===== config.mk =====
export PLATFORM = sky130hd
export DESIGN_NAME = phsbp_top
export DESIGN_NICKNAME = d
export VERILOG_FILES = /design/src/phsbp_pkg.sv /design/src/phsbp_top.sv
export SDC_FILE = /design/constraint.sdc
export NUM_CORES = 1
export LEC_CHECK = 0
export ABC_CLOCK_PERIOD_IN_PS = 3300
export BUFFER_PORTS_ARGS = -buffer_cell sky130_fd_sc_hd__buf_2
export CORE_MARGIN = 2
export CORE_UTILIZATION = 45
export CTS_CLUSTER_DIAMETER = 40
export DETAILED_ROUTE_END_ITERATION = 10
export PLACE_DENSITY = 0.66
export SYNTH_ARGS = -nofsm -noshare
export SYNTH_HDL_FRONTEND = slang
export SYNTH_SLANG_ARGS = --single-unit

===== constraint.sdc =====
create_clock -name clock -period 3.3 [get_ports clock]
set_input_delay 0 -clock clock [delete_from_list [all_inputs] [get_ports clock]]
set_output_delay 0 -clock clock [all_outputs]
set_load 0.01 [all_outputs]

===== src/phsbp_pkg.sv =====
package phsbp_pkg;
	localparam logic [3:0] CMD_SPECIAL   = 4'h1;
	localparam logic [3:0] CMD_CFG_RD    = 4'hA;
	localparam logic [3:0] CMD_CFG_WR    = 4'hB;
	localparam logic [1:0] IDX_ID        = 2'h0;
	localparam logic [1:0] IDX_CMDSTS    = 2'h1;
	localparam logic [1:0] IDX_SCR0      = 2'h2;
	localparam logic [1:0] IDX_SCR1      = 2'h3;
	localparam int         CMD_PAR_EN    = 6;
	localparam int         CMD_SERR_EN   = 8;
	localparam int         STS_SIG_SERR  = 14;
	localparam int         STS_DET_PERR  = 15;
	localparam logic [2:0] DEVSEL_WAIT_DEF = 3'h5;

	typedef enum logic [1:0] {TS_IDLE, TS_DEC, TS_DATA, TS_TURN} phsbp_tst_t;
	typedef enum logic [2:0] {MS_IDLE, MS_REQ, MS_ADDR, MS_DATA, MS_TURN} phsbp_mst_t;
	typedef enum logic [1:0] {PE_OFF, PE_LOW, PE_HIGH} phsbp_pe_t;

	typedef struct packed {
		logic [31:0] ad;
		logic [3:0]  cbe_n;
		logic        par;
		logic        frame_n;
		logic        irdy_n;
		logic        trdy_n;
		logic        devsel_n;
		logic        stop_n;
		logic        idsel;
		logic        gnt_n;
		logic        clkrun_n;
	} phsbp_bus_in_t;

	typedef struct packed {
		logic [31:0] ad;
		logic        ad_oe;
		logic [3:0]  cbe_n;
		logic        cbe_oe;
		logic        par;
		logic        par_oe;
		logic        frame_n;
		logic        frame_oe;
		logic        irdy_n;
		logic        irdy_oe;
		logic        trdy_n;
		logic        trdy_oe;
		logic        devsel_n;
		logic        devsel_oe;
		logic        stop_n;
		logic        stop_oe;
		logic        perr_n;
		logic        perr_oe;
		logic        serr_oe;
		logic        req_n;
		logic        req_oe;
		logic        clkrun_oe;
	} phsbp_bus_out_t;

	typedef struct packed {
		logic cb_mode;
		logic hs_pullup;
		logic st_pullup;
		logic st_pulldown;
	} phsbp_card_t;

	typedef struct packed {
		phsbp_tst_t     ts;
		phsbp_mst_t     ms;
		phsbp_pe_t      pe;
		phsbp_bus_out_t bo;
		phsbp_card_t    card;
		logic           fr;
		logic           pq;
		logic           achk;
		logic           dchk;
		logic [1:0]     idx;
		logic           twr;
		logic [15:0]    cmd;
		logic [15:0]    sts;
		logic [31:0]    scr0;
		logic [31:0]    scr1;
		logic [2:0]     dto;
		logic           mwr;
		logic [31:0]    maddr;
		logic [31:0]    mwd;
		logic [3:0]     mcmd;
		logic [3:0]     mbe_n;
		logic           busy;
		logic           done;
		logic           abort;
		logic [31:0]    rdata;
		logic           cprev;
		logic           cb;
	} phsbp_st_t;

	// All-zero: every enable released, machines idle, registers cleared
	localparam phsbp_st_t ST_RST = '0;
endpackage : phsbp_pkg


===== src/phsbp_top.sv =====
// Functional notes
// - A driver of a sustained line drives it high one clock before releasing it.
// - A new owner starts driving only a clock after the previous owner released.
// - All bus inputs are sampled on the rising bus clock edge.
// - Bus reset reinitialises state and tristates every output.
// - Global reset clears everything, including sticky status kept over bus reset.
// - Parity is even over the 32 address/data and 4 command lines.
// - Parity follows its address or data phase by exactly one clock.
// - Master drives parity for address and writes, target for reads.
// - Command lines carry the command at address, byte enables in data.
// - Master asserts frame to start, drops it entering the final phase.
// - A data phase completes only when both ready lines are sampled low.
// - Write data is valid with initiator ready, read data with target ready.
// - Target stop request ends the transaction; the master obeys.
// - Configuration cycles are claimed only while the select input is high.
// - Device select is driven on a claimed address and watched as master.
// - Write data parity errors pull the error line low; never special cycles.
// - Address parity error on either bus pulses system error for one clock.
// - Request the bus; master only after grant.
// - Clock-run is pulled low to ask for the clock when it is stopped.
// - Card pin functions follow the card type found at insertion.
// - Handshake pull-ups are on only in the 32-bit card mode.
// - Status input pull direction follows the inserted card type.
`timescale 1ns/1ns
module phsbp_top
	import phsbp_pkg::*;
#(
	parameter logic [31:0] ID_WORD     = 32'h0A5C_3E01, // Arbitrary identity value
	parameter logic [2:0]  DEVSEL_WAIT = DEVSEL_WAIT_DEF
)(
	input  wire logic           clock,            // Host bus clock
	input  wire logic           rst_n,            // Global reset
	input  wire logic           host_bus_reset_n, // Bus reset, synchronous
	input  wire phsbp_bus_in_t  bus_i,            // Sampled bus lines
	output phsbp_bus_out_t      bus_o,            // Bus drive values and enables
	input  wire logic           m_req,            // Start a master transfer
	input  wire logic [31:0]    m_addr,           // Master address
	input  wire logic [3:0]     m_cmd,            // Master command
	input  wire logic [31:0]    m_wdata,          // Master write data
	input  wire logic [3:0]     m_be_n,           // Master byte enables
	output logic                m_busy,           // Master transfer in progress
	output logic                m_done,           // Master transfer finished
	output logic                m_abort,          // Last transfer not completed
	output logic [31:0]         m_rdata,          // Master read data
	output logic [15:0]         cfg_command,      // Command register
	input  wire logic           card_present,     // Card detected
	input  wire logic           card_is_cardbus,  // Card type at detection
	input  wire logic           card_addr_perr,   // Card-side address parity error
	output phsbp_card_t         card_o            // Card pin mode controls
);

	generate
		if (DEVSEL_WAIT == 3'h0)
		begin : g_bad_wait
			$error("DEVSEL_WAIT must be at least one");
		end
	endgenerate

	phsbp_st_t q;
	phsbp_st_t d;

	function automatic logic [31:0] be_mask(input logic [3:0] be_n);
		logic [31:0] m;
		m = '0;
		for (int i = 0; i < 4; i++)
		begin
			m[i*8 +: 8] = {8{~be_n[i]}};
		end
		return m;
	endfunction : be_mask

	function automatic logic [31:0] be_merge(input logic [31:0] old_v,
		input logic [31:0] new_v, input logic [3:0] be_n);
		return (old_v & ~be_mask(be_n)) | (new_v & be_mask(be_n));
	endfunction : be_merge

	logic        aph;
	logic [31:0] rd_val;
	logic [31:0] wmask;
	logic        dperr;
	logic [31:0] cmd_new;

	always_comb
	begin
		aph    = !bus_i.frame_n && q.fr && !q.bo.frame_oe;
		wmask  = be_mask(bus_i.cbe_n);
		dperr  = q.dchk && (bus_i.par != q.pq);
		cmd_new = be_merge({16'h0000, q.cmd}, bus_i.ad, bus_i.cbe_n);
		rd_val = ID_WORD;
		if (q.idx == IDX_CMDSTS)
		begin
			rd_val = {q.sts, q.cmd};
		end
		else if (q.idx == IDX_SCR0)
		begin
			rd_val = q.scr0;
		end
		else if (q.idx == IDX_SCR1)
		begin
			rd_val = q.scr1;
		end

		d = q;
		d.done = 1'b0;
		d.dchk = 1'b0;
		d.bo.serr_oe = 1'b0;
		d.bo.req_oe = 1'b1;
		d.fr = bus_i.frame_n;
		d.achk = aph;

		// Parity over what is on the bus this cycle, shown next cycle
		d.pq = ^{bus_i.ad, bus_i.cbe_n};
		d.bo.par = ^{q.bo.ad_oe ? q.bo.ad : bus_i.ad, q.bo.cbe_oe ? q.bo.cbe_n : bus_i.cbe_n};
		d.bo.par_oe = q.bo.ad_oe;

		// Card pin modes; the type is held from insertion, not tracked live
		d.cprev = card_present;
		if (!card_present)
		begin
			d.cb = 1'b0;
		end
		else if (!q.cprev)
		begin
			d.cb = card_is_cardbus;
		end
		d.card.cb_mode = d.cb;
		d.card.hs_pullup = card_present && d.cb;
		d.card.st_pullup = card_present && !d.cb;
		d.card.st_pulldown = card_present && d.cb;

		// Target: configuration space only, one data phase then disconnect
		case (q.ts)
			TS_IDLE:
			begin
				if (aph && bus_i.idsel && bus_i.ad[1:0] == 2'h0 &&
					(bus_i.cbe_n == CMD_CFG_RD || bus_i.cbe_n == CMD_CFG_WR))
				begin
					d.ts = TS_DEC;
					d.idx = bus_i.ad[3:2];
					d.twr = (bus_i.cbe_n == CMD_CFG_WR);
					d.bo.devsel_n = 1'b0;
					d.bo.devsel_oe = 1'b1;
					d.bo.trdy_n = 1'b1;
					d.bo.trdy_oe = 1'b1;
					d.bo.stop_n = 1'b1;
					d.bo.stop_oe = 1'b1;
				end
			end
			TS_DEC:
			begin
				// Address lines left idle one clock for turnaround on reads
				d.ts = TS_DATA;
				d.bo.trdy_n = 1'b0;
				d.bo.stop_n = 1'b0;
				if (!q.twr)
				begin
					d.bo.ad = rd_val;
					d.bo.ad_oe = 1'b1;
				end
			end
			TS_DATA:
			begin
				if (!bus_i.irdy_n)
				begin
					if (q.twr)
					begin
						d.dchk = 1'b1;
						if (q.idx == IDX_CMDSTS)
						begin
							// Upper half belongs to status, which clears by its own rule
							d.cmd = cmd_new[15:0];
							d.sts = q.sts & ~(bus_i.ad[31:16] & wmask[31:16]);
						end
						else if (q.idx == IDX_SCR0)
						begin
							d.scr0 = be_merge(q.scr0, bus_i.ad, bus_i.cbe_n);
						end
						else if (q.idx == IDX_SCR1)
						begin
							d.scr1 = be_merge(q.scr1, bus_i.ad, bus_i.cbe_n);
						end
					end
					d.ts = TS_TURN;
					d.bo.devsel_n = 1'b1;
					d.bo.trdy_n = 1'b1;
					d.bo.stop_n = 1'b1;
					d.bo.ad_oe = 1'b0;
				end
			end
			TS_TURN:
			begin
				d.ts = TS_IDLE;
				d.bo.devsel_oe = 1'b0;
				d.bo.trdy_oe = 1'b0;
				d.bo.stop_oe = 1'b0;
			end
			default:
			begin
				d.ts = TS_IDLE;
			end
		endcase

		// Master: single data phase per request
		case (q.ms)
			MS_IDLE:
			begin
				// Reset leaves the request low; idle must not ask for the bus
				d.bo.req_n = 1'b1;
				if (m_req)
				begin
					d.ms = MS_REQ;
					d.busy = 1'b1;
					d.maddr = m_addr;
					d.mcmd = m_cmd;
					d.mwd = m_wdata;
					d.mbe_n = m_be_n;
					d.mwr = m_cmd[0];
					d.bo.req_n = 1'b0;
				end
			end
			MS_REQ:
			begin
				d.bo.clkrun_oe = bus_i.clkrun_n;
				// Idle bus with grant: previous owner has let go
				if (!bus_i.gnt_n && bus_i.frame_n && bus_i.irdy_n && q.ts == TS_IDLE)
				begin
					d.ms = MS_ADDR;
					d.bo.clkrun_oe = 1'b0;
					d.bo.req_n = 1'b1;
					d.bo.frame_n = 1'b0;
					d.bo.frame_oe = 1'b1;
					d.bo.ad = q.maddr;
					d.bo.ad_oe = 1'b1;
					d.bo.cbe_n = q.mcmd;
					d.bo.cbe_oe = 1'b1;
				end
			end
			MS_ADDR:
			begin
				d.ms = MS_DATA;
				d.dto = 3'h0;
				d.bo.frame_n = 1'b1;
				d.bo.irdy_n = 1'b0;
				d.bo.irdy_oe = 1'b1;
				d.bo.cbe_n = q.mbe_n;
				d.bo.ad = q.mwd;
				d.bo.ad_oe = q.mwr;
			end
			MS_DATA:
			begin
				d.dto = q.dto + 3'h1;
				if (!bus_i.trdy_n || !bus_i.stop_n ||
					(bus_i.devsel_n && q.dto == DEVSEL_WAIT))
				begin
					d.ms = MS_TURN;
					d.done = 1'b1;
					d.busy = 1'b0;
					d.abort = bus_i.trdy_n;
					d.rdata = bus_i.ad;
					d.bo.frame_oe = 1'b0;
					d.bo.irdy_n = 1'b1;
					d.bo.ad_oe = 1'b0;
					d.bo.cbe_oe = 1'b0;
				end
			end
			MS_TURN:
			begin
				d.ms = MS_IDLE;
				d.bo.irdy_oe = 1'b0;
			end
			default:
			begin
				d.ms = MS_IDLE;
			end
		endcase

		// Error reporting after register writes so a hardware set wins
		if ((q.achk && bus_i.par != q.pq) || card_addr_perr)
		begin
			d.sts[STS_DET_PERR] = 1'b1;
			if (q.cmd[CMD_SERR_EN] && (q.cmd[CMD_PAR_EN] || card_addr_perr))
			begin
				d.bo.serr_oe = 1'b1;
				d.sts[STS_SIG_SERR] = 1'b1;
			end
		end
		case (q.pe)
			PE_OFF:
			begin
				if (dperr)
				begin
					d.sts[STS_DET_PERR] = 1'b1;
					if (q.cmd[CMD_PAR_EN])
					begin
						d.pe = PE_LOW;
						d.bo.perr_n = 1'b0;
						d.bo.perr_oe = 1'b1;
					end
				end
			end
			PE_LOW:
			begin
				d.pe = PE_HIGH;
				d.bo.perr_n = 1'b1;
			end
			default:
			begin
				d.pe = PE_OFF;
				d.bo.perr_oe = 1'b0;
			end
		endcase

		// Bus reset: release everything, keep sticky status for global reset
		if (!host_bus_reset_n)
		begin
			d = ST_RST;
			d.sts = q.sts;
			d.fr = 1'b1;
		end
	end

	// Bus lines arrive synchronous and are sampled here on the rising edge
	always_ff @(posedge clock or negedge rst_n)
	begin
		if (!rst_n)
		begin
			q <= ST_RST;
		end
		else
		begin
			q <= d;
		end
	end

	assign bus_o       = q.bo;
	assign card_o      = q.card;
	assign m_busy      = q.busy;
	assign m_done      = q.done;
	assign m_abort     = q.abort;
	assign m_rdata     = q.rdata;
	assign cfg_command = q.cmd;

endmodule : phsbp_top


After elaboration in Yosys (flattened, before gate mapping) --
Index checks and enable logic that the tools add are counted.
Storage, ports and cells: output and inout bits 111, register bits after elaboration 283
Operators by class: muxes and demuxes 75, equality and inequality tests 48, add/sub/neg operators 1, bitwise logic cells 16, reductions and logical operators 51
Operators with widths (count):
- $mux W32 | 9
- $mux W96 | 3
- $mux W283 | 1
- $and A32 B32 Y32 | 3
- $mux W74 | 1
- $mux W73 | 1
- $reduce_xor A36 Y1 | 2
- $mux W64 | 1
- $or A32 B32 Y32 | 2
- $pmux W32 S2 | 1
- $and A16 B16 Y16 | 3
- $mux W38 | 1
- $mux W35 | 1
- $mux W34 | 1
- $mux W33 | 1
- $not A32 Y32 | 1
- $pmux W1 S2 | 14
- $ne A3 B1 Y1 const B | 9
- $ne A2 B1 Y1 const B | 12
- $ne A3 B3 Y1 const B | 7
- $reduce_and A3 Y1 | 7
- $mux W1 | 18
- $reduce_and A2 Y1 | 9
- $not A16 Y16 | 1
- other kinds (30) | 82

Longest topological paths before layout --
depth in word-level cells 15, depth in mapped cells 10, gate-level depth less buffers 9

Worst setup path before layout --
No wires, ideal clock.
kind reg2reg, start point register q[281] (netlist bit), end point register q[154] (netlist bit), arrival time 2111 ps, cell stages (with the launch flop) 8, path buffers 1, setup slack 1122 ps, library setup time 67 ps, path through dfrtp_1 inv_1 ha_1 nor3b_1 nand2_1 nor3b_1 clkbuf_1 a22o_1
Between the ends: cells in the longest elaborated chain, start to end 3
RTL lines:
- from (decl) | RTL line phsbp_top.sv:59 | phsbp_st_t q;
- from (signal assigned) | RTL line phsbp_top.sv:327 | q <= ST_RST;
- from (signal assigned) | RTL line phsbp_top.sv:331 | q <= d;
- $eq A2 B2 Y1
- $ne A2 B1 Y1 (no source line)
- $reduce_and A5 Y1 (no source line)
Every way passes these cells. A chain may end at the register's enable or synchronous reset.

Worst setup path after layout --
start point register q[281] (netlist bit), end point register q[134] (netlist bit)
Between the ends: cells in the longest elaborated chain, start to end 3
RTL lines:
- $eq A2 B2 Y1
- $ne A2 B1 Y1 (no source line)
- $reduce_and A6 Y1 (no source line)
Every way passes these cells.

==> metrics.log <==
INFO  metric hold_path_start = bus_i[1]
INFO  metric detail_route.wl_per_cell = 20.0 um
INFO  metric power = 11.0 mW
INFO  metric max_slew.worst_pin.slew = 0.944 ns
INFO  metric grt_start_max_net_pins = 118
INFO  metric finClkSkew = 0.0239 ns
INFO  metric globalRouteMet2Util = 0.414
INFO  metric timing.rr.end = q[134]
INFO  metric grt_pass1_vias = 11100
INFO  metric grt-busiest-layer = met2
INFO  metric cts_tree = done
INFO  metric die_height = 176 um
INFO  metric synth_compound_area_frac = 0.175
INFO  metric synth.cell_area = 13300 um2
INFO  metric run_status = complete, no violations
INFO  metric global_route_wire_length_before_repair = 61800 um
INFO  metric antenna_cells_inserted = 0
INFO  metric synth_async_reset_ratio = 1.00
INFO  metric core = 29400 um2
INFO  metric number_of_rows_in_the_core_area = 63
INFO  metric dp_cells = 1787
INFO  metric place.port_buffers = 234
INFO  metric r2r_slack = 0.67 ns
INFO  metric synth_seq_area_share = 0.518
INFO  metric leakage_component_of_the_power = 8.08 nW
INFO  metric power.internal = 7.83 mW
INFO  metric pwr-share-seq = 0.342
INFO  metric io_pins = 235
INFO  metric grt_remaining_overflow = 0
INFO  metric final.min_clock_period = 2.63 ns
INFO  metric timing.critical_path.fanout_max = 25
INFO  metric cp_data_arrival_time = 3.08 ns
INFO  metric cp-start-kind = register
INFO  metric synthDistinctLibCells = 46
INFO  metric yosysWarnings = 0
INFO  metric resized_cells_post_cts = 0
INFO  metric fillCellCount = 2505
INFO  metric setup.worst_path.start = q[281]
INFO  metric finalNonFillerCells = 1980
INFO  metric yosys-top-cells-area = sky130_fd_sc_hd__dfrtp_1 52%, sky130_fd_sc_hd__a22o_1 7.5%, sky130_fd_sc_hd__buf_4 6.1%, sky130_fd_sc_hd__nand2_1 5.5%, sky130_fd_sc_hd__a21oi_1 4.2%
INFO  metric report.final.slew_viol_count = 0
INFO  metric hold_viol = 0
INFO  metric die_width = 176 um
INFO  metric synth_fa_ha_area_frac = 0.0103
INFO  metric setup_total_negative_slack = 0 ns
INFO  metric clk_transition_reported_paths = 0.06 ns
INFO  metric number_of_nets_with_antenna_violations_after_detailed_routing = 0
INFO  metric die_area = 31000 um2
INFO  metric layout-area-overhead-vs-synth = 27.0%
INFO  metric clock_tree.root_cell = sky130_fd_sc_hd__clkbuf_16
INFO  metric cts_buffers = 41
INFO  metric yosys-mux-area-fraction = 0.0335
INFO  metric synth_enable_flop_cells = 0
INFO  metric use_met1 = 0.337
INFO  metric vdd.ir_drop.worst = 0.000411 V
INFO  metric synth_top_family_by_area = compound AO/OA/AOI/OAI gates
INFO  metric synth_largest_area_cell = sky130_fd_sc_hd__dfrtp_1
INFO  metric syn-num-nets = 1457
INFO  metric timing.reg2reg.worst_path_depth = 8
INFO  metric routability_congestion_estimate_from_global_placement = 0.845
INFO  metric pwr-share-comb = 0.216
INFO  metric fin_nets = 1692
INFO  metric gr-usage-all-layers = 0.255
INFO  metric endpoint_kind = register
INFO  metric timing.rr.start = q[281]
INFO  metric switching_share = 0.288
INFO  metric power.density = 650 nW/um2
INFO  metric grt_setup_unrepaired = no
INFO  metric yosys_register_bits = 276
INFO  metric clock_insertion_delay_worst_skew = 0.53 ns
INFO  metric timing.max_cap.violations = 0
INFO  metric syn_inst = 1322
INFO  metric clock_tree.htree_level_count = 2
INFO  metric path_class = reg2reg
INFO  metric maxSlewHeadroom = 0.368
INFO  metric synth.top_cell.area_share = 0.518
INFO  metric layout_worst_path_cycle_share = 0.796
INFO  metric synth_xor_area_frac = 0.0467
INFO  metric clock.fmax = 0.381 GHz
INFO  metric final-setup-viol-count = 0
INFO  metric detail_route.first_pass.iterations = 6
INFO  metric grt.met3_usage = 0.0375
INFO  metric holdCritPathClass = in2reg
INFO  metric post_cts.repair.setup_buffers = 0
INFO  metric initial_antenna_violation_count = 0
INFO  metric detail_route.wirelength = 39600 um
INFO  metric start_util = 0.453
INFO  metric share_of_synthesized_cell_area_in_and_or_nand_and_nor_gates = 0.127
INFO  metric post-route-drc-count = 0
INFO  metric netSwitchingPower = 3.17 mW
INFO  metric crit_end = q[134]
INFO  metric clockPowerShare = 0.442
INFO  metric clockBufferDepth = 3
INFO  metric route.vias.total = 11000
INFO  metric synth_flop_cell = sky130_fd_sc_hd__dfrtp_1
INFO  metric dp_hpwl = 25900 um
INFO  metric post_synth.cell_area_avg = 10.1 um2
INFO  metric clock-sinks = 276
INFO  metric worst-endpoint-required = 3.75 ns
INFO  metric detailedRoute.firstIterationViolations = 834
INFO  metric post_route_cells_drive_above_1_share = 0.228
INFO  metric viasPerCell = 5.58
final cells by class:
cell class	instances	area, um2	area share
clock buffer	49	1090	0.0641
clock inverter	27	457	0.0270
inverter	17	66.3	0.00392
multi-input combinational	838	5270	0.311
sequential	276	6910	0.408
tap	390	488	0.0288
timing repair buffer	383	2670	0.158
sequential cells by signal (all words and copies together) (netlist names):
name,cells
m_rdata,32
m_done,1
q,170
card_o,2
cfg_command,16
bus_o,53
m_busy,1
m_abort,1
per-layer routing:
layer | routed length [um] | vias up
met1 | 16700 | 5499
met4 | 1760 | 0
met2 | 18800 | 474
li1 | - | 4973
met5 | 0 | -
met3 | 2330 | 96
cell usage in the layout (no fill, tap or decap), types with 41 or more instances in the layout:
master,instances
sky130_fd_sc_hd__dlygate4sd3_1,117
sky130_fd_sc_hd__nor2_1,99
sky130_fd_sc_hd__buf_2,233
sky130_fd_sc_hd__dfrtp_1,276
sky130_fd_sc_hd__a21oi_1,110
sky130_fd_sc_hd__a221oi_1,52
sky130_fd_sc_hd__clkbuf_16,41
sky130_fd_sc_hd__nand2_1,195
sky130_fd_sc_hd__xnor2_1,54
sky130_fd_sc_hd__a22o_1,114
how the worst min path moves through the flow:
stage | cells past startpoint | slack [ns] | endpoint
after detailed placement | 1 | 0.07 | bus_o[4]
after global routing | 4 | 0.08 | bus_o[0]
after floorplan | 0 | -0.30 | bus_o[0]
after global placement | 1 | 0.07 | bus_o[4]
final | 4 | 0.05 | bus_o[0]
after CTS | 4 | 0.008 | bus_o[0]
through the flow:
stage               utilization  worst slack, ns  hold WS (ns)  area, um2
finish                    0.576            0.674        0.0510      16900
global route              0.576            0.518        0.0788      16900
CTS                       0.576            0.751       0.00753      16900
detailed placement        0.484            0.776        0.0701      14200
global placement          0.484            0.877        0.0683      14200
floorplan                     -             1.12        -0.296      13300
logic make-up (layout without fill, tap and decap cells):
logic type	Yosys count	after routing
AND/OR/NAND/NOR	393	393
adder cells (fa/ha/maj)	11	11
buffers and inverters	208	476
flip-flops	276	276
XOR/XNOR	68	68
multiplexers	42	42
AO/OA/AOI/OAI	324	324
Yosys cell counts, drive strengths merged (13+ instances only):
library cell and number:
a21boi 14, a21oi 111, a221oi 52, a22o 114, buf 113, clkbuf 78
dfrtp 276, inv 17, mux2 21, mux2i 21, nand2 195, nor2 102
nor2b 35, nor3 26, o211ai 13, xnor2 54
critical path, cell delays in order (launching register included):
cell and delay (ns):
sky130_fd_sc_hd__dfrtp_1 0.41, sky130_fd_sc_hd__inv_1 0.12, sky130_fd_sc_hd__ha_1 0.23, sky130_fd_sc_hd__nor3b_1 0.61
sky130_fd_sc_hd__nand2_1 0.26, sky130_fd_sc_hd__inv_2 0.09, sky130_fd_sc_hd__and3_1 0.41, sky130_fd_sc_hd__buf_12 0.24
sky130_fd_sc_hd__a22o_1 0.17
power groups by stage:
| stage | logic (mW) | registers (mW) | clock network, mW |
|---|---|---|---|
| 2_1_floorplan | 1.62 | 3.76 | 0 |
| 3_3_place_gp | 2.22 | 3.82 | 0 |
| 3_5_place_dp | 2.25 | 3.83 | 0 |
| 4_1_cts | 2.38 | 3.77 | 4.94 |
| 5_1_grt | 2.59 | 3.79 | 5.09 |
| 6_report | 2.38 | 3.77 | 4.86 |
what timing repair did:
| item | 4_1_cts | 5_1_grt |
|---|---|---|
| setup endpoints to repair | 0 | 0 |
| hold endpoints to repair | 265 | 0 |
| hold buffers | 117 | 0 |
Note: power is estimated with default switching activity, not from simulation.
